$ cat config.mk
export PLATFORM = sky130hd
export DESIGN_NAME = dwl_ctrl
export DESIGN_NICKNAME = d
export VERILOG_FILES = /design/src/dwl_pkg.sv /design/src/dwl_ctrl.sv /design/src/dwl_shutdown_chan.sv
export SDC_FILE = /design/constraint.sdc
export NUM_CORES = 1
export LEC_CHECK = 0
export BUFFER_PORTS_ARGS = -buffer_cell sky130_fd_sc_hd__buf_4
export CAP_MARGIN = 5
export CORE_ASPECT_RATIO = 1.4
export CORE_MARGIN = 8
export CORE_UTILIZATION = 58
export CTS_BUF_LIST = sky130_fd_sc_hd__clkbuf_8
export CTS_CLUSTER_SIZE = 30
export DETAILED_ROUTE_END_ITERATION = 8
export PLACE_DENSITY_LB_ADDON = 0.15
export SYNTH_ARGS = -nofsm -noshare
export SYNTH_HDL_FRONTEND = slang
export SYNTH_SLANG_ARGS = --single-unit
$ cat constraint.sdc
create_clock -name clk -period 4.5 [get_ports clk]
set_clock_uncertainty 0.2 [all_clocks]
set_input_delay 0.675 -clock clk [delete_from_list [all_inputs] [get_ports clk]]
set_output_delay 0.675 -clock clk [all_outputs]
set_load 0.01 [all_outputs]
$ cat src/dwl_pkg.sv
// Package of constants and types for the wiper transfer and shutdown control
// ****************************************************************************
// ****************************************************************************
package dwl_pkg;

  // ****************************************************************************
  // Sizes and codes
  // ****************************************************************************
  localparam int DATA_WIDTH = 12;
  localparam int CHANNELS = 2;
  localparam logic [1:0] SHUT_NORMAL = 2'h0;
  localparam logic [1:0] SHUT_PULL_1K = 2'h1;
  localparam logic [1:0] SHUT_PULL_100K = 2'h2;
  localparam logic [1:0] SHUT_OPEN = 2'h3;
  localparam logic [1:0] REF_SUPPLY = 2'h0;
  localparam logic [1:0] REF_BANDGAP = 2'h1;
  localparam logic [1:0] REF_PIN_UNBUF = 2'h2;
  localparam logic [1:0] REF_PIN_BUF = 2'h3;
  localparam logic [1:0] SHUT_RESET = 2'h0;
  localparam logic [DATA_WIDTH-1:0] DATA_RESET = 12'h000;

  // ****************************************************************************
  // Timing
  // ****************************************************************************
  localparam int CLK_PERIOD_PS = 4000;
  localparam int ENTRY_DELAY_NS = 10000;
  localparam int ENTRY_DELAY_CYCLES = (ENTRY_DELAY_NS * 1000) / CLK_PERIOD_PS;

  typedef enum logic [1:0] {DWL_DRIVE, DWL_ENTERING, DWL_SHUT} dwl_state_type;

  // Decoded per channel enables
  typedef struct packed {
    logic amp;
    logic ladder;
    logic ref_buffer;
    logic bandgap;
    logic pull_1k;
    logic pull_100k;
  } dwl_enables_type;

  function automatic dwl_enables_type dwl_decode(input logic [1:0] shut, input logic [1:0] refsel,
                                                 input logic active);
    dwl_enables_type e;
    e = '0;
    e.amp = active;
    e.ladder = active && (refsel != REF_PIN_UNBUF);
    e.ref_buffer = active && (refsel == REF_BANDGAP || refsel == REF_PIN_BUF);
    e.bandgap = (refsel == REF_BANDGAP);
    e.pull_1k = !active && (shut == SHUT_PULL_1K);
    e.pull_100k = !active && (shut == SHUT_PULL_100K);
    return e;
  endfunction : dwl_decode

endpackage : dwl_pkg

$ cat src/dwl_ctrl.sv
// Wiper transfer hold and per channel shutdown control top
`timescale 1ns/100ps
module dwl_ctrl
  import dwl_pkg::*;
#(
  parameter int WIDTH = DATA_WIDTH,
  parameter int NCH = CHANNELS,
  parameter int DELAY_CYCLES = ENTRY_DELAY_CYCLES
)
(
  // Clock, reset, enable
  input wire logic clk,
  input wire logic reset_n,
  input wire logic clk_en,
  // Hold pin, asynchronous, high blocks transfers
  input wire logic wiper_transfer_hold,
  // Serial command strobes, one cycle, from the slave port
  input wire logic write_strobe,
  input wire logic [NCH-1:0] write_data_sel,
  input wire logic [WIDTH-1:0] write_data,
  input wire logic write_shut_strobe,
  input wire logic [2*NCH-1:0] write_shut_data,
  input wire logic read_shut_strobe,
  input wire logic general_reset,
  input wire logic general_wakeup,
  // Nonvolatile shadow values
  input wire logic [NCH*WIDTH-1:0] shadow_data,
  input wire logic [2*NCH-1:0] shadow_shut,
  input wire logic [2*NCH-1:0] channel_reference_sel,
  // Outputs
  output logic [NCH*WIDTH-1:0] dac_register,
  output logic [NCH*WIDTH-1:0] wiper,
  output logic [2*NCH-1:0] channel_shutdown_sel,
  output dwl_pkg::dwl_enables_type [NCH-1:0] channel_enables
);
  import dwl_pkg::*;

  initial
  begin
    if (NCH < 1 || NCH > 2 || WIDTH < 1 || WIDTH > DATA_WIDTH)
    begin
      $error("Unsupported channel count or width");
    end
  end

  // ****************************************************************************
  // Hold synchroniser
  // ****************************************************************************
  // Only hold_sync may be read; hold_meta can still be settling
  logic hold_meta;
  logic hold_sync;

  always_ff @(posedge clk or negedge reset_n)
  begin
    if (!reset_n)
    begin
      // Reset to held so no wiper moves until the pin is seen
      hold_meta <= 1'b1;
      hold_sync <= 1'b1;
    end
    else if (clk_en)
    begin
      hold_meta <= wiper_transfer_hold;
      hold_sync <= hold_meta;
    end
  end

  // ****************************************************************************
  // Volatile registers and wipers
  // ****************************************************************************
  logic load_shadow;
  logic post_reset;
  assign load_shadow = general_reset || post_reset;

  // First enabled edge after reset loads shadow values
  always_ff @(posedge clk or negedge reset_n)
  begin
    if (!reset_n)
      post_reset <= 1'b1;
    else if (clk_en)
      post_reset <= 1'b0;
  end

  always_ff @(posedge clk or negedge reset_n)
  begin
    if (!reset_n)
    begin
      dac_register <= {NCH{DATA_RESET[WIDTH-1:0]}};
    end
    else if (clk_en)
    begin
      if (load_shadow)
        dac_register <= shadow_data;
      else
      begin
        for (int i = 0; i < NCH; i++)
        begin
          // Writes land regardless of hold
          if (write_strobe && write_data_sel[i])
            dac_register[i*WIDTH +: WIDTH] <= write_data;
        end
      end
    end
  end

  // All channels share one hold, so a falling hold loads both at once
  // Limitation: a hold pulse shorter than one clock may never be seen
  always_ff @(posedge clk or negedge reset_n)
  begin
    if (!reset_n)
      wiper <= {NCH{DATA_RESET[WIDTH-1:0]}};
    else if (clk_en && !hold_sync)
      wiper <= dac_register;
  end

  // ****************************************************************************
  // Shutdown selection, one field per channel
  // ****************************************************************************
  always_ff @(posedge clk or negedge reset_n)
  begin
    if (!reset_n)
      channel_shutdown_sel <= {NCH{SHUT_RESET}};
    else if (clk_en)
    begin
      // Serial side is never gated by shutdown
      if (load_shadow)
        channel_shutdown_sel <= shadow_shut;
      else if (general_wakeup)
        channel_shutdown_sel <= {NCH{SHUT_NORMAL}};
      else if (write_shut_strobe || read_shut_strobe)
        channel_shutdown_sel <= write_shut_data;
    end
  end

  for (genvar g = 0; g < NCH; g++)
  begin : gen_chan
    dwl_shutdown_chan #(
      .DELAY_CYCLES(DELAY_CYCLES)
    ) u_chan (
      .clk(clk),
      .reset_n(reset_n),
      .clk_en(clk_en),
      .shut_sel(channel_shutdown_sel[2*g +: 2]),
      .ref_sel(channel_reference_sel[2*g +: 2]),
      .enables(channel_enables[g])
    );
  end

  // ****************************************************************************
  // Checks
  // ****************************************************************************
  property p_hold_blocks;
    @(posedge clk) disable iff (!reset_n)
    (hold_sync && clk_en) |=> $stable(wiper);
  endproperty
  a_hold_blocks: assert property (p_hold_blocks) else $error("Wiper moved while held");

  property p_follow;
    @(posedge clk) disable iff (!reset_n)
    (!hold_sync && clk_en) |=> wiper == $past(dac_register);
  endproperty
  a_follow: assert property (p_follow) else $error("Wiper did not follow register");

  property p_write_lands;
    @(posedge clk) disable iff (!reset_n)
    (clk_en && write_strobe && write_data_sel[0] && !load_shadow) |=> dac_register[WIDTH-1:0] == $past(write_data);
  endproperty
  a_write_lands: assert property (p_write_lands) else $error("Write lost");

  property p_sync_delay;
    @(posedge clk) disable iff (!reset_n)
    (clk_en && !wiper_transfer_hold) ##1 clk_en |=> !hold_sync;
  endproperty
  a_sync_delay: assert property (p_sync_delay) else $error("Synchroniser depth wrong");

  property p_hold_sync_high;
    @(posedge clk) disable iff (!reset_n)
    (clk_en && wiper_transfer_hold) ##1 clk_en |=> hold_sync;
  endproperty
  a_hold_sync_high: assert property (p_hold_sync_high) else $error("Hold rise not seen after two edges");

  property p_wakeup;
    @(posedge clk) disable iff (!reset_n)
    (clk_en && general_wakeup && !load_shadow) |=> channel_shutdown_sel == '0;
  endproperty
  a_wakeup: assert property (p_wakeup) else $error("Wake-up did not clear shutdown");

  property p_greset;
    @(posedge clk) disable iff (!reset_n)
    (clk_en && general_reset) |=> dac_register == $past(shadow_data) && channel_shutdown_sel == $past(shadow_shut);
  endproperty
  a_greset: assert property (p_greset) else $error("General reset did not load shadow");

  property p_power_on_load;
    @(posedge clk) disable iff (!reset_n)
    (clk_en && post_reset) |=> dac_register == $past(shadow_data) && channel_shutdown_sel == $past(shadow_shut);
  endproperty
  a_power_on_load: assert property (p_power_on_load) else $error("Power-on load missed");

  property p_read_update;
    @(posedge clk) disable iff (!reset_n)
    (clk_en && read_shut_strobe && !load_shadow && !general_wakeup)
      |=> channel_shutdown_sel == $past(write_shut_data);
  endproperty
  a_read_update: assert property (p_read_update) else $error("Read command did not update shutdown");

  property p_shut_stable;
    @(posedge clk) disable iff (!reset_n)
    (clk_en && !load_shadow && !general_wakeup && !write_shut_strobe && !read_shut_strobe)
      |=> $stable(channel_shutdown_sel);
  endproperty
  a_shut_stable: assert property (p_shut_stable) else $error("Shutdown bits changed without cause");

  property p_amp_normal;
    @(posedge clk) disable iff (!reset_n)
    (clk_en && channel_shutdown_sel[1:0] == SHUT_NORMAL) ##1 clk_en |=> channel_enables[0].amp;
  endproperty
  a_amp_normal: assert property (p_amp_normal) else $error("Amplifier off in normal mode");

  property p_freeze;
    @(posedge clk) disable iff (!reset_n)
    !clk_en |=> $stable(dac_register) && $stable(wiper) && $stable(channel_shutdown_sel)
      && $stable(channel_enables);
  endproperty
  a_freeze: assert property (p_freeze) else $error("State moved while clock enable low");

  c_hold_release: cover property (@(posedge clk) disable iff (!reset_n) hold_sync ##1 !hold_sync);
  c_write_held: cover property (@(posedge clk) disable iff (!reset_n) hold_sync && write_strobe);
  c_shut_enter: cover property (@(posedge clk) disable iff (!reset_n) channel_enables[0].pull_1k);
  c_wakeup: cover property (@(posedge clk) disable iff (!reset_n) general_wakeup);
  c_both_open: cover property (@(posedge clk) disable iff (!reset_n) channel_shutdown_sel == {NCH{SHUT_OPEN}});

  // ****************************************************************************
  // Per channel checks
  // ****************************************************************************
  // Check-only helper logic; nothing in the datapath reads it
  localparam int ECW = $clog2(DELAY_CYCLES + 3);

  for (genvar c = 0; c < NCH; c++)
  begin : gen_chk
    logic [ECW-1:0] entry_count;

    // Enabled edges seen with a shutdown code selected, saturating two past the delay
    always_ff @(posedge clk or negedge reset_n)
    begin
      if (!reset_n)
        entry_count <= '0;
      else if (clk_en)
      begin
        if (channel_shutdown_sel[2*c +: 2] == SHUT_NORMAL)
          entry_count <= '0;
        else if (entry_count != ECW'(DELAY_CYCLES + 2))
          entry_count <= entry_count + 1'b1;
      end
    end

    property p_chan_write;
      @(posedge clk) disable iff (!reset_n)
      (clk_en && write_strobe && write_data_sel[c] && !load_shadow)
        |=> dac_register[c*WIDTH +: WIDTH] == $past(write_data);
    endproperty
    a_chan_write: assert property (p_chan_write) else $error("Channel write lost");

    property p_chan_keep;
      @(posedge clk) disable iff (!reset_n)
      (clk_en && !load_shadow && !(write_strobe && write_data_sel[c]))
        |=> $stable(dac_register[c*WIDTH +: WIDTH]);
    endproperty
    a_chan_keep: assert property (p_chan_keep) else $error("Register changed without a write");

    property p_chan_field;
      @(posedge clk) disable iff (!reset_n)
      (clk_en && !load_shadow && !general_wakeup && (write_shut_strobe || read_shut_strobe))
        |=> channel_shutdown_sel[2*c +: 2] == $past(write_shut_data[2*c +: 2]);
    endproperty
    a_chan_field: assert property (p_chan_field) else $error("Shutdown field not loaded");

    property p_chan_bandgap;
      @(posedge clk) disable iff (!reset_n)
      clk_en |=> channel_enables[c].bandgap == ($past(channel_reference_sel[2*c +: 2]) == REF_BANDGAP);
    endproperty
    a_chan_bandgap: assert property (p_chan_bandgap) else $error("Band gap enable wrong");

    // Output keeps driving through the whole entry delay
    property p_entry_driving;
      @(posedge clk) disable iff (!reset_n)
      (entry_count != '0 && entry_count <= ECW'(DELAY_CYCLES)) |-> channel_enables[c].amp;
    endproperty
    a_entry_driving: assert property (p_entry_driving) else $error("Output stopped before entry delay");

    property p_entry_done;
      @(posedge clk) disable iff (!reset_n)
      (entry_count == ECW'(DELAY_CYCLES + 2)) |-> !channel_enables[c].amp;
    endproperty
    a_entry_done: assert property (p_entry_done) else $error("Output still driven after entry delay");
  end

endmodule : dwl_ctrl

$ cat src/dwl_shutdown_chan.sv
// One channel of shutdown sequencing: entry delay and circuit enables
`timescale 1ns/100ps
module dwl_shutdown_chan
  import dwl_pkg::*;
#(
  parameter int DELAY_CYCLES = ENTRY_DELAY_CYCLES
)
(
  // Clock and reset
  input wire logic clk,
  input wire logic reset_n,
  input wire logic clk_en,
  // Selection
  input wire logic [1:0] shut_sel,
  input wire logic [1:0] ref_sel,
  // Enables
  output dwl_pkg::dwl_enables_type enables
);
  import dwl_pkg::*;

  initial
  begin
    if (DELAY_CYCLES < 1)
    begin
      $error("Entry delay must be at least one cycle");
    end
  end

  localparam int CW = $clog2(DELAY_CYCLES + 1);
  dwl_state_type state;
  logic [CW-1:0] count;

  // ****************************************************************************
  // Entry delay: output keeps driving until the count expires
  // ****************************************************************************
  always_ff @(posedge clk or negedge reset_n)
  begin
    if (!reset_n)
    begin
      state <= DWL_DRIVE;
      count <= '0;
    end
    else if (clk_en)
    begin
      unique case (state)
        DWL_DRIVE:
        begin
          if (shut_sel != SHUT_NORMAL)
          begin
            state <= DWL_ENTERING;
            count <= CW'(DELAY_CYCLES - 1);
          end
        end
        DWL_ENTERING:
        begin
          if (shut_sel == SHUT_NORMAL)
            state <= DWL_DRIVE;
          else if (count == '0)
            state <= DWL_SHUT;
          else
            count <= count - 1'b1;
        end
        DWL_SHUT:
        begin
          if (shut_sel == SHUT_NORMAL)
            state <= DWL_DRIVE;
        end
        default: state <= DWL_DRIVE;
      endcase
    end
  end

  // Registered so the top drives straight from flops
  always_ff @(posedge clk or negedge reset_n)
  begin
    if (!reset_n)
      enables <= '0;
    else if (clk_en)
      // Keeps driving until the delay has run out, and at once when normal is chosen again
      enables <= dwl_decode(shut_sel, ref_sel, state != DWL_SHUT || shut_sel == SHUT_NORMAL);
  end

  property p_entry_delay;
    @(posedge clk) disable iff (!reset_n)
    (state == DWL_DRIVE && clk_en && shut_sel != SHUT_NORMAL) |=> state == DWL_ENTERING;
  endproperty
  a_entry_delay: assert property (p_entry_delay) else $error("Entry delay not started");

  property p_amp_off_in_shut;
    @(posedge clk) disable iff (!reset_n)
    (state == DWL_SHUT && clk_en && shut_sel != SHUT_NORMAL) |=> !enables.amp;
  endproperty
  a_amp_off_in_shut: assert property (p_amp_off_in_shut) else $error("Amplifier on in shutdown");

endmodule : dwl_shutdown_chan

# Word level (Yosys, flattened, before mapping)
# Cells that the tools add are included.
[word_totals]
regBits = 95
word_cells = 115
inputBits = 59
[op_classes]
reduce_logical = 40
mux = 24
eq_ne = 26
addsub = 2
[op_table]
columns = ["op", "n"]
rows = [
  ["two-way mux 12 bit", 8],
  ["one-hot mux 12 bit (2 select lines)", 2],
  ["zero test 12 bit", 2],
  ["two-way mux 24 bit", 1],
  ["subtractor 12 x 1 -> 12 bit (second input constant)", 2],
  ["!= test 2 bit (second input constant)", 10],
  ["two-way mux 2 bit", 8],
  ["equality test 2 x 1 -> 1 bit (second input constant)", 6],
  ["equality test 2 bit (second input constant)", 6],
  ["two-way mux 4 bit", 3],
  ["one-hot mux 2 bit (3 select lines)", 2],
  ["nonzero test 2 bit", 6],
  ["logical AND 1 bit", 11],
  ["AND reduction 5 bit", 2],
  ["zero test 2 bit", 4],
  ["AND reduction 4 bit", 2],
  ["logical OR 1 bit", 6],
  ["!= test 3 x 2 -> 1 bit (second input constant)", 2],
  ["AND reduction 2 bit", 3],
  ["!= test 2 x 1 -> 1 bit (second input constant)", 2],
  ["zero test 1 bit", 3],
  ["nonzero test 3 bit", 1],
]

# Longest topological paths before layout
# Gate-level depths: netlist of the first run.
[depth]
ltp_word = 4
depth_mapped = 7

# Cells and area by module
# From an unflattened synthesis of the first run, not the netlist that was laid out.
[hier_totals]
hier_cells = 408
area_unflattened_um2 = 4737.0
[modules_own_cells]
columns = ["mod", "cells_per_inst", "instances", "area_per_inst_um2"]
rows = [
  ["dwl_ctrl", 170, 1, 2497.4],
  ["dwl_shutdown_chan", 119, 2, 1119.8],
]

# Worst setup path after synthesis of the first run
# Ideal clock, no wire load.
[synth_path]
kind = "input to register"
from = "in clk_en"
to = "reg gen_chan[1].u_chan.count[5]"
t_required_ns = 4.197
setup_ns = 0.103
slack_ns = 2.270
t_arrival_ns = 1.927
stages = 6
cell_sequence = "inv_2 > or3_1 > clkbuf_1 > or3_1 > buf_2 > o41ai_2"
[synth_between]
elab_chain_cells = 1
[synth_lines]
columns = ["item", "line", "rtl"]
rows = [
  ["from (decl)", "dwl_ctrl.sv:14", "input wire logic clk_en,"],
  ["AND reduction 5 bit (no source line)", "-", ""],
  ["to (signal assigned)", "dwl_shutdown_chan.sv:51", "count <= CW'(DELAY_CYCLES - 1);"],
  ["to (signal assigned)", "dwl_shutdown_chan.sv:61", "count <= count - 1'b1;"],
  ["to (decl)", "dwl_shutdown_chan.sv:31", "logic [CW-1:0] count;"],
]
# No other way between the ends.
# A chain may end at the register's enable or synchronous reset.

# Worst setup path after layout of the first run
[layout_path]
from = "reg post_reset"
to = "reg dac_register[6]"
[layout_between]
elab_chain_cells = 3
word_cells_on_any_way = 4
[layout_lines]
columns = ["item", "line", "rtl"]
rows = [
  ["from (decl)", "dwl_ctrl.sv:72", "logic post_reset;"],
  ["from (signal assigned)", "dwl_ctrl.sv:79", "post_reset <= 1'b1;"],
  ["from (signal assigned)", "dwl_ctrl.sv:81", "post_reset <= 1'b0;"],
  ["logical OR 1 bit (*)", "dwl_ctrl.sv:73", "assign load_shadow = general_reset || post_reset;"],
  ["nonzero test 2 bit (no source line)", "-", ""],
  ["AND reduction 2 bit (no source line)", "-", ""],
  ["to (signal assigned)", "dwl_ctrl.sv:88", "dac_register <= {NCH{DATA_RESET[WIDTH-1:0]}};"],
  ["to (signal assigned)", "dwl_ctrl.sv:93", "dac_register <= shadow_data;"],
  ["to (signal, indexed assignment)", "dwl_ctrl.sv:100", "dac_register[i*WIDTH +: WIDTH] <= write_data;"],
  ["to (decl)", "dwl_ctrl.sv:31", "output logic [NCH*WIDTH-1:0] dac_register,"],
]
# Mark *: on every way between the ends. The rest lies on a longest branch, timed or not.

==> flow_summary_export.csv, run 1 <==
group,metric,value,unit
outcome,status,"completed",
setup_path,end_kind,"flip-flop",
floorplan,initial_core_util,58.5,%
setup_path,critPathArrivalTime,2.67,ns
setup_path,worstPathRequired,4.53,ns
timing,final_max_slew_viol_count,0,
global_route,grt.overflow.total,0,
detailed_routing,wirelength,11900,um
timing,hold_violations,0,
global_route,grtUsageTotal,22.0,%
floorplan,ios,123,
floorplan,die_y,120,um
synth,syn_nets,500,
timing,final.setup.tns,0,ns
synth,yosysWarnings,0,
synth,ys_seq_elements,95,
place,hpwl,8950,um
place,numPortBuffers,122,
timing,tightest_slew,1.21,ns
setup_path,critPathKind,"flip-flop to flip-flop",
clock_tree,cts-root-buf,"clkbuf_8",
clock_tree,clk_path_buf_depth,2,
setup_path,worst-path-max-fanout,35,
pwr,powerDensity,430,nW/um2
clock_tree,numCtsBuffers,9,
clock_tree,cts_tree,"done",
synth,syn_avg_cell_area,10.2,um2
setup_path,crit_path_start_kind,"flip-flop",
timing,setup_viol,0,
detailed_routing,post_drt_via_cell_ratio,5.72,
global_route,grt_max_degree,77,
place,place_ws,1.38,ns
synth,ys_seq_area_share,53.5,%
cells_and_area,multi_input_area,1920,um2
clock_tree,ctsHoldBuffers,0,
cells_and_area,layout.filler_cells,574,
timing,min_period,2.64,ns
timing,holdWs,0.216,ns
clock_tree,clkLatencyLatePin,0.38,ns
clock_tree,h-tree-depth,3,
timing,post-route-period-util,58.7,%
global_route,grt_pass1_vias,3922,
timing,slew_headroom,19.2,%
min_path,hold_class,"input pin to asynchronous set/reset pin",
synth,synth_top_area_cell,"dfrtp_1",
timing,fmax,0.379,GHz
floorplan,design.die.area,10800,um2
global_route,busiest_layer,"met2",
synth,synth_area,4450,um2
pwr,leakage,2.60,nW
detailed_routing,post_drt_wl_per_cell,18.2,um
cells_and_area,ff_latch_area,2380,um2
global_route,grt_util_met3,8.06,%
detailed_routing,ant_nets,0,
clock_tree,path_clk_slew,0.09,ns
clock_tree,post_cts_buffers,0,
cells_and_area,area_delta_synth_final,27.2,%
global_route,use_met2,36.4,%
detailed_routing,drc,0,
synth,async_flop_share,100,%
place,globalplace.congestion,0.933,
synth,synthTopCellsByArea,"dfrtp_1, mux2_2, o21ai_0",
run,cap_viol_max_count,0,
global_route,grt_first_pass_wirelength,19100,um
timing,setup_ws,1.86,ns
synth,synth_edf_count,0,
detailed_routing,dr.pass1.iters,4,
cells_and_area,drive_gt1_share,32.8,%
timing,rsz0062_at_grt,"false",
clock_tree,clock-sinks,95,
floorplan,num_rows,38,
clock_tree,ctsResizeCount,0,
floorplan,core_area,7610,um2
detailed_routing,dr.first_iter.drc_count,189,
global_route,antenna_found_initial,0,
synth,synth_cell_type_count,52,
synth,synthFlopType,"dfrtp_1",
detailed_routing,via_count,3748,
pwr,worst_ir_drop_vdd,0.331,mV
cells_and_area,finalNetCount,613,
cells_and_area,num_antenna_cells,0,
global_route,grt_use_met1,24.6,%
synth,synthCells,437,
floorplan,die_x,90.0,um
synth,synth_top_area_share,51.7,%
-- stage by stage --
stage	util [%]	instance area [um2]	std cells	power, mW
floorplan	-	4450	437	1.48
global placement	71.2	5420	638	1.78
detailed placement	71.2	5420	638	1.81
CTS	74.2	5650	654	2.44
global route	74.4	5660	655	2.55
finish	74.4	5660	655	2.43
-- critical path, stage by stage (launching register included) --
cell	delay [ns]
dfstp_2	0.56
or2_1	0.81
o21ai_1	0.50
buf_6	0.27
nand2_1	0.07
o21ai_0	0.07
-- where the power goes --
part | switching (mW) | leakage, nW | internal, mW
Clock | 0.312 | 0.109 | 0.331
Combinational | 0.320 | 1.32 | 0.331
Sequential | 0.137 | 1.17 | 1.00
Total | 0.769 | 2.60 | 1.67
-- sequential cells by signal, indices dropped and copies added (netlist names) --
name and flops:
gen_chan.u_chan.count 24, wiper 24, dac_register 24, gen_chan.u_chan.state 4, channel_shutdown_sel 4, post_reset 1
hold_sync 1, gen_chan.u_chan.enables 12, hold_meta 1
-- placed cells by master, fill, tap and decap left out, types with 5 or more instances in the layout --
cell / n
a21oi_1: 37
and2_1: 15
buf_4: 124
clkbuf_8: 10
dfrtp_1: 92
inv_1: 15
mux2_2: 26
nand2_1: 40
nand2b_1: 8
nand3_1: 8
nor2_1: 20
nor3_1: 12
nor3b_1: 6
o21ai_0: 51
o22a_1: 5
o31ai_1: 15
-- layer usage --
layer  routed length [um]  vias to the layer above
li1                     -                     1792
met1                 4820                     1788
met2                 5800                      144
met3                  895                       24
met4                  381                        0
met5                    0                        -
-- final cells by class --
cell class | count | share of cell area [%]
repair buffers | 125 | 16.6
inverters | 16 | 1.06
clock buffers | 10 | 2.43
multi-input cells | 303 | 33.9
clock inverters | 6 | 1.64
flip-flops and latches | 95 | 42.1
well taps | 100 | 2.21
-- logic make-up after synthesis --
logic type,after synthesis,share of synthesized area (%)
adders and majority gates,4,1.12
buffers and inverters,39,3.35
AOI/OAI and AO/OA,131,17.7
DFF,95,53.5
and+or+nand+nor,140,17.2
muxes,28,7.14
-- synth_stat cells (3+ instances only) --
| cell type | n |
|---|---|
| a31oi_1 | 4 |
| or3_1 | 3 |
| nor2b_1 | 4 |
| nand2b_1 | 8 |
| mux2_2 | 26 |
| o31ai_1 | 15 |
| nand2_1 | 40 |
| o21ai_0 | 53 |
| nand3_1 | 8 |
| clkbuf_1 | 20 |
| and2_1 | 15 |
| inv_1 | 15 |
| nand4b_1 | 4 |
| dfrtp_1 | 92 |
| nor3_1 | 12 |
| nor2_1 | 20 |
| nor4_1 | 4 |
| nor3b_1 | 6 |
| ha_1 | 4 |
| dfstp_2 | 3 |
| a41oi_1 | 3 |
| o22a_1 | 5 |
| a21oi_1 | 37 |
-- path summary, 6_finish.rpt --
check | from | to | slack (ns) | cells after the start
min in group clk | channel_reference_sel[3] | gen_chan[1].u_chan.enables[2] | 0.29 | 2
max in group asynchronous | reset_n | gen_chan[0].u_chan.enables[4] | 3.04 | 2
worst max register to register | post_reset | dac_register[6] | 1.86 | 5
worst min-delay path | reset_n | gen_chan[1].u_chan.count[4] | 0.22 | 1
worst min register to register | gen_chan[1].u_chan.enables[4] | gen_chan[1].u_chan.enables[4] | 0.29 | 1
worst max-delay path | post_reset | dac_register[6] | 1.86 | 5
(Power assumes the default switching activity.)
==> inputs of run 2 (changes only) <==
--- a/config.mk
+++ b/config.mk
@@ -9,7 +9,7 @@
 export CAP_MARGIN = 5
 export CORE_ASPECT_RATIO = 1.4
 export CORE_MARGIN = 8
-export CORE_UTILIZATION = 58
+export CORE_UTILIZATION = 49
 export CTS_BUF_LIST = sky130_fd_sc_hd__clkbuf_8
 export CTS_CLUSTER_SIZE = 30
 export DETAILED_ROUTE_END_ITERATION = 8
==> constraint.sdc (replaced) <==
create_clock -name clk -period 2.2 [get_ports clk]
set_clock_uncertainty 0.2 [all_clocks]
set_input_delay 0.33 -clock clk [delete_from_list [all_inputs] [get_ports clk]]
set_output_delay 0.33 -clock clk [all_outputs]
set_load 0.01 [all_outputs]
==> flow_summary_export.csv, run 2 (synthesized netlist as in run 1, its figures left out) <==
group,metric,value,unit
outcome,status,"completed",
global_route,grt.overflow.total,0,
detailed_routing,dr.first_iter.drc_count,176,
clock_tree,clk_path_buf_depth,2,
clock_tree,numCtsBuffers,9,
timing,rsz0062_at_grt,"false",
clock_tree,h-tree-depth,3,
clock_tree,cts_tree,"done",
pwr,p_sw,1.54,mW
place,hpwl,9260,um
timing,tightest_slew,0.577,ns
pwr,leakage,2.74,nW
cells_and_area,drive_gt1_share,35.0,%
pwr,p_seq_share,46.2,%
floorplan,die_y,129,um
setup_path,crit_path_start_kind,"flip-flop",
pwr,pwr-share-comb,29.0,%
cells_and_area,final_common_cell,"buf_4",
setup_path,worst-path-max-fanout,6,
place,place_ws,0.0465,ns
detailed_routing,via_count,3866,
run,cap_viol_max_count,0,
clock_tree,clkLatencyLatePin,0.36,ns
global_route,grt_first_pass_wirelength,19700,um
global_route,antenna_found_initial,0,
timing,setup_ws,0.105,ns
floorplan,design.die.area,12400,um2
min_path,worstHoldPathCells,3,
setup_path,worstRegToRegCells,4,
cells_and_area,reg_top3,"dac_register: 24 flops, gen_chan.u_chan.count: 24 flops, wiper: 24 flops",
place,globalplace.congestion,0.854,
timing,slew_headroom,61.1,%
floorplan,initial_core_util,49.9,%
timing,holdWs,0.0466,ns
setup_path,critPathArrivalTime,2.12,ns
clock_tree,path_clk_slew,0.09,ns
global_route,grtUsageTotal,20.2,%
detailed_routing,ant_nets,0,
global_route,grt_max_degree,58,
pwr,sw_frac_of_total,30.9,%
setup_path,r2r_start,"gen_chan[0].u_chan.count[5]",
timing,final.setup.tns,0,ns
floorplan,num_rows,41,
timing,min_period,2.10,ns
setup_path,worstPathRequired,2.23,ns
clock_tree,cts-root-buf,"clkbuf_8",
floorplan,ios,123,
cells_and_area,ff_latch_area,2380,um2
pwr,clkPwrFrac,24.8,%
min_path,min_from,"channel_reference_sel[2]",
cells_and_area,layout.filler_cells,753,
timing,fmax,0.477,GHz
global_route,grt_pass1_vias,4022,
setup_path,r2r_setup_slack,0.10,ns
detailed_routing,dr.pass1.iters,4,
setup_path,critPathKind,"flip-flop to flip-flop",
floorplan,die_x,96.5,um
floorplan,core_area,8930,um2
cells_and_area,num_antenna_cells,0,
detailed_routing,post_drt_wl_per_cell,17.6,um
place,dp.cells,667,
timing,post-route-period-util,95.2,%
cells_and_area,multi_input_area,1930,um2
clock_tree,clock-sinks,95,
cells_and_area,layout_common_cells,"buf_4, dfrtp_1, o21ai_0",
detailed_routing,drc,0,
timing,hold_violations,0,
min_path,hold_class,"input pin to flip-flop",
pwr,worst_ir_drop_vdd,0.618,mV
timing,final_max_slew_viol_count,0,
cells_and_area,fin_cells,687,
cells_and_area,area_delta_synth_final,32.3,%
detailed_routing,post_drt_via_cell_ratio,5.63,
setup_path,r2r-end,"gen_chan[0].u_chan.count[3]",
detailed_routing,wirelength,12100,um
pwr,cellInternalPower,3.44,mW
place,numPortBuffers,122,
cells_and_area,finalNetCount,638,
pwr,powerDensity,846,nW/um2
timing,setup_viol,0,
min_path,holdPathEnd,"gen_chan[1].u_chan.enables[3]",
setup_path,end_kind,"flip-flop",
-- run 2: cell types whose count changed in the layout (fill, tap and decap cells not counted), sizes merged --
cell,before,now
clkinvlp,2,1
inv,17,19
dlygate4sd3,0,4
buf,125,146
clkbuf,10,9
-- run 2: per-stage QoR --
step / util [%] / power, mW / area (um2)
2_1_floorplan: - / 3.02 / 4450
3_3_place_gp: 63.1 / 3.74 / 5630
3_5_place_dp: 63.1 / 3.78 / 5630
4_1_cts: 65.9 / 5.03 / 5880
5_1_grt: 66.0 / 5.27 / 5890
6_report: 66.0 / 4.98 / 5890
-- run 2: worst max path at each step --
| stage | start | to | slack, ns | cells past startpoint |
|---|---|---|---|---|
| 2_1_floorplan | gen_chan[0].u_chan.count[4] | gen_chan[0].u_chan.count[3] | 0.15 | 4 |
| 3_3_place_gp | gen_chan[0].u_chan.count[5] | gen_chan[0].u_chan.count[3] | 0.12 | 4 |
| 3_5_place_dp | gen_chan[1].u_chan.count[0] | gen_chan[1].u_chan.count[5] | 0.05 | 6 |
| 4_1_cts | gen_chan[1].u_chan.count[0] | gen_chan[1].u_chan.count[5] | 0.03 | 6 |
| 5_1_grt | gen_chan[1].u_chan.count[0] | gen_chan[1].u_chan.count[5] | 0.04 | 6 |
| 6_report | gen_chan[0].u_chan.count[5] | gen_chan[0].u_chan.count[3] | 0.10 | 4 |
-- run 2: cell type report --
type	count	share of cell area (%)
Clock buffer	9	2.10
Clock inverter	7	1.51
Inverter	16	1.02
Multi-Input combinational cell	303	32.7
Sequential cell	95	40.4
Tap cell	107	2.27
Timing Repair Buffer	150	19.9
-- run 2: power groups by stage --
stage / logic (mW) / clock network [mW] / registers, mW
global route: 1.58 / 1.33 / 2.35
CTS: 1.46 / 1.27 / 2.30
finish: 1.45 / 1.23 / 2.30
detailed placement: 1.45 / 0 / 2.33
global placement: 1.42 / 0 / 2.32
floorplan: 0.624 / 0 / 2.40
-- run 2: critical path, cell delays in order (launching register included) --
cell	delay [ns]
dfrtp_1	0.41
or4_4	0.55
or4_4	0.59
nand2_4	0.12
o21ai_0	0.09
-- run 2: per-layer routing --
layer / routed length (um) / track usage (%) / vias to the layer above
met5: 0 / 0 / -
met4: 189 / 6.71 / 0
met3: 1240 / 8.51 / 14
met2: 6020 / 33.2 / 162
met1: 4650 / 22.9 / 1857
li1: - / - / 1833
-- run 2: repair_timing --
action,4_1_cts,5_1_grt
setup buffers,0,0
gates resized for setup,0,2
hold endpoints to repair,98,0
hold buffers,4,0
setup endpoints to repair,0,25
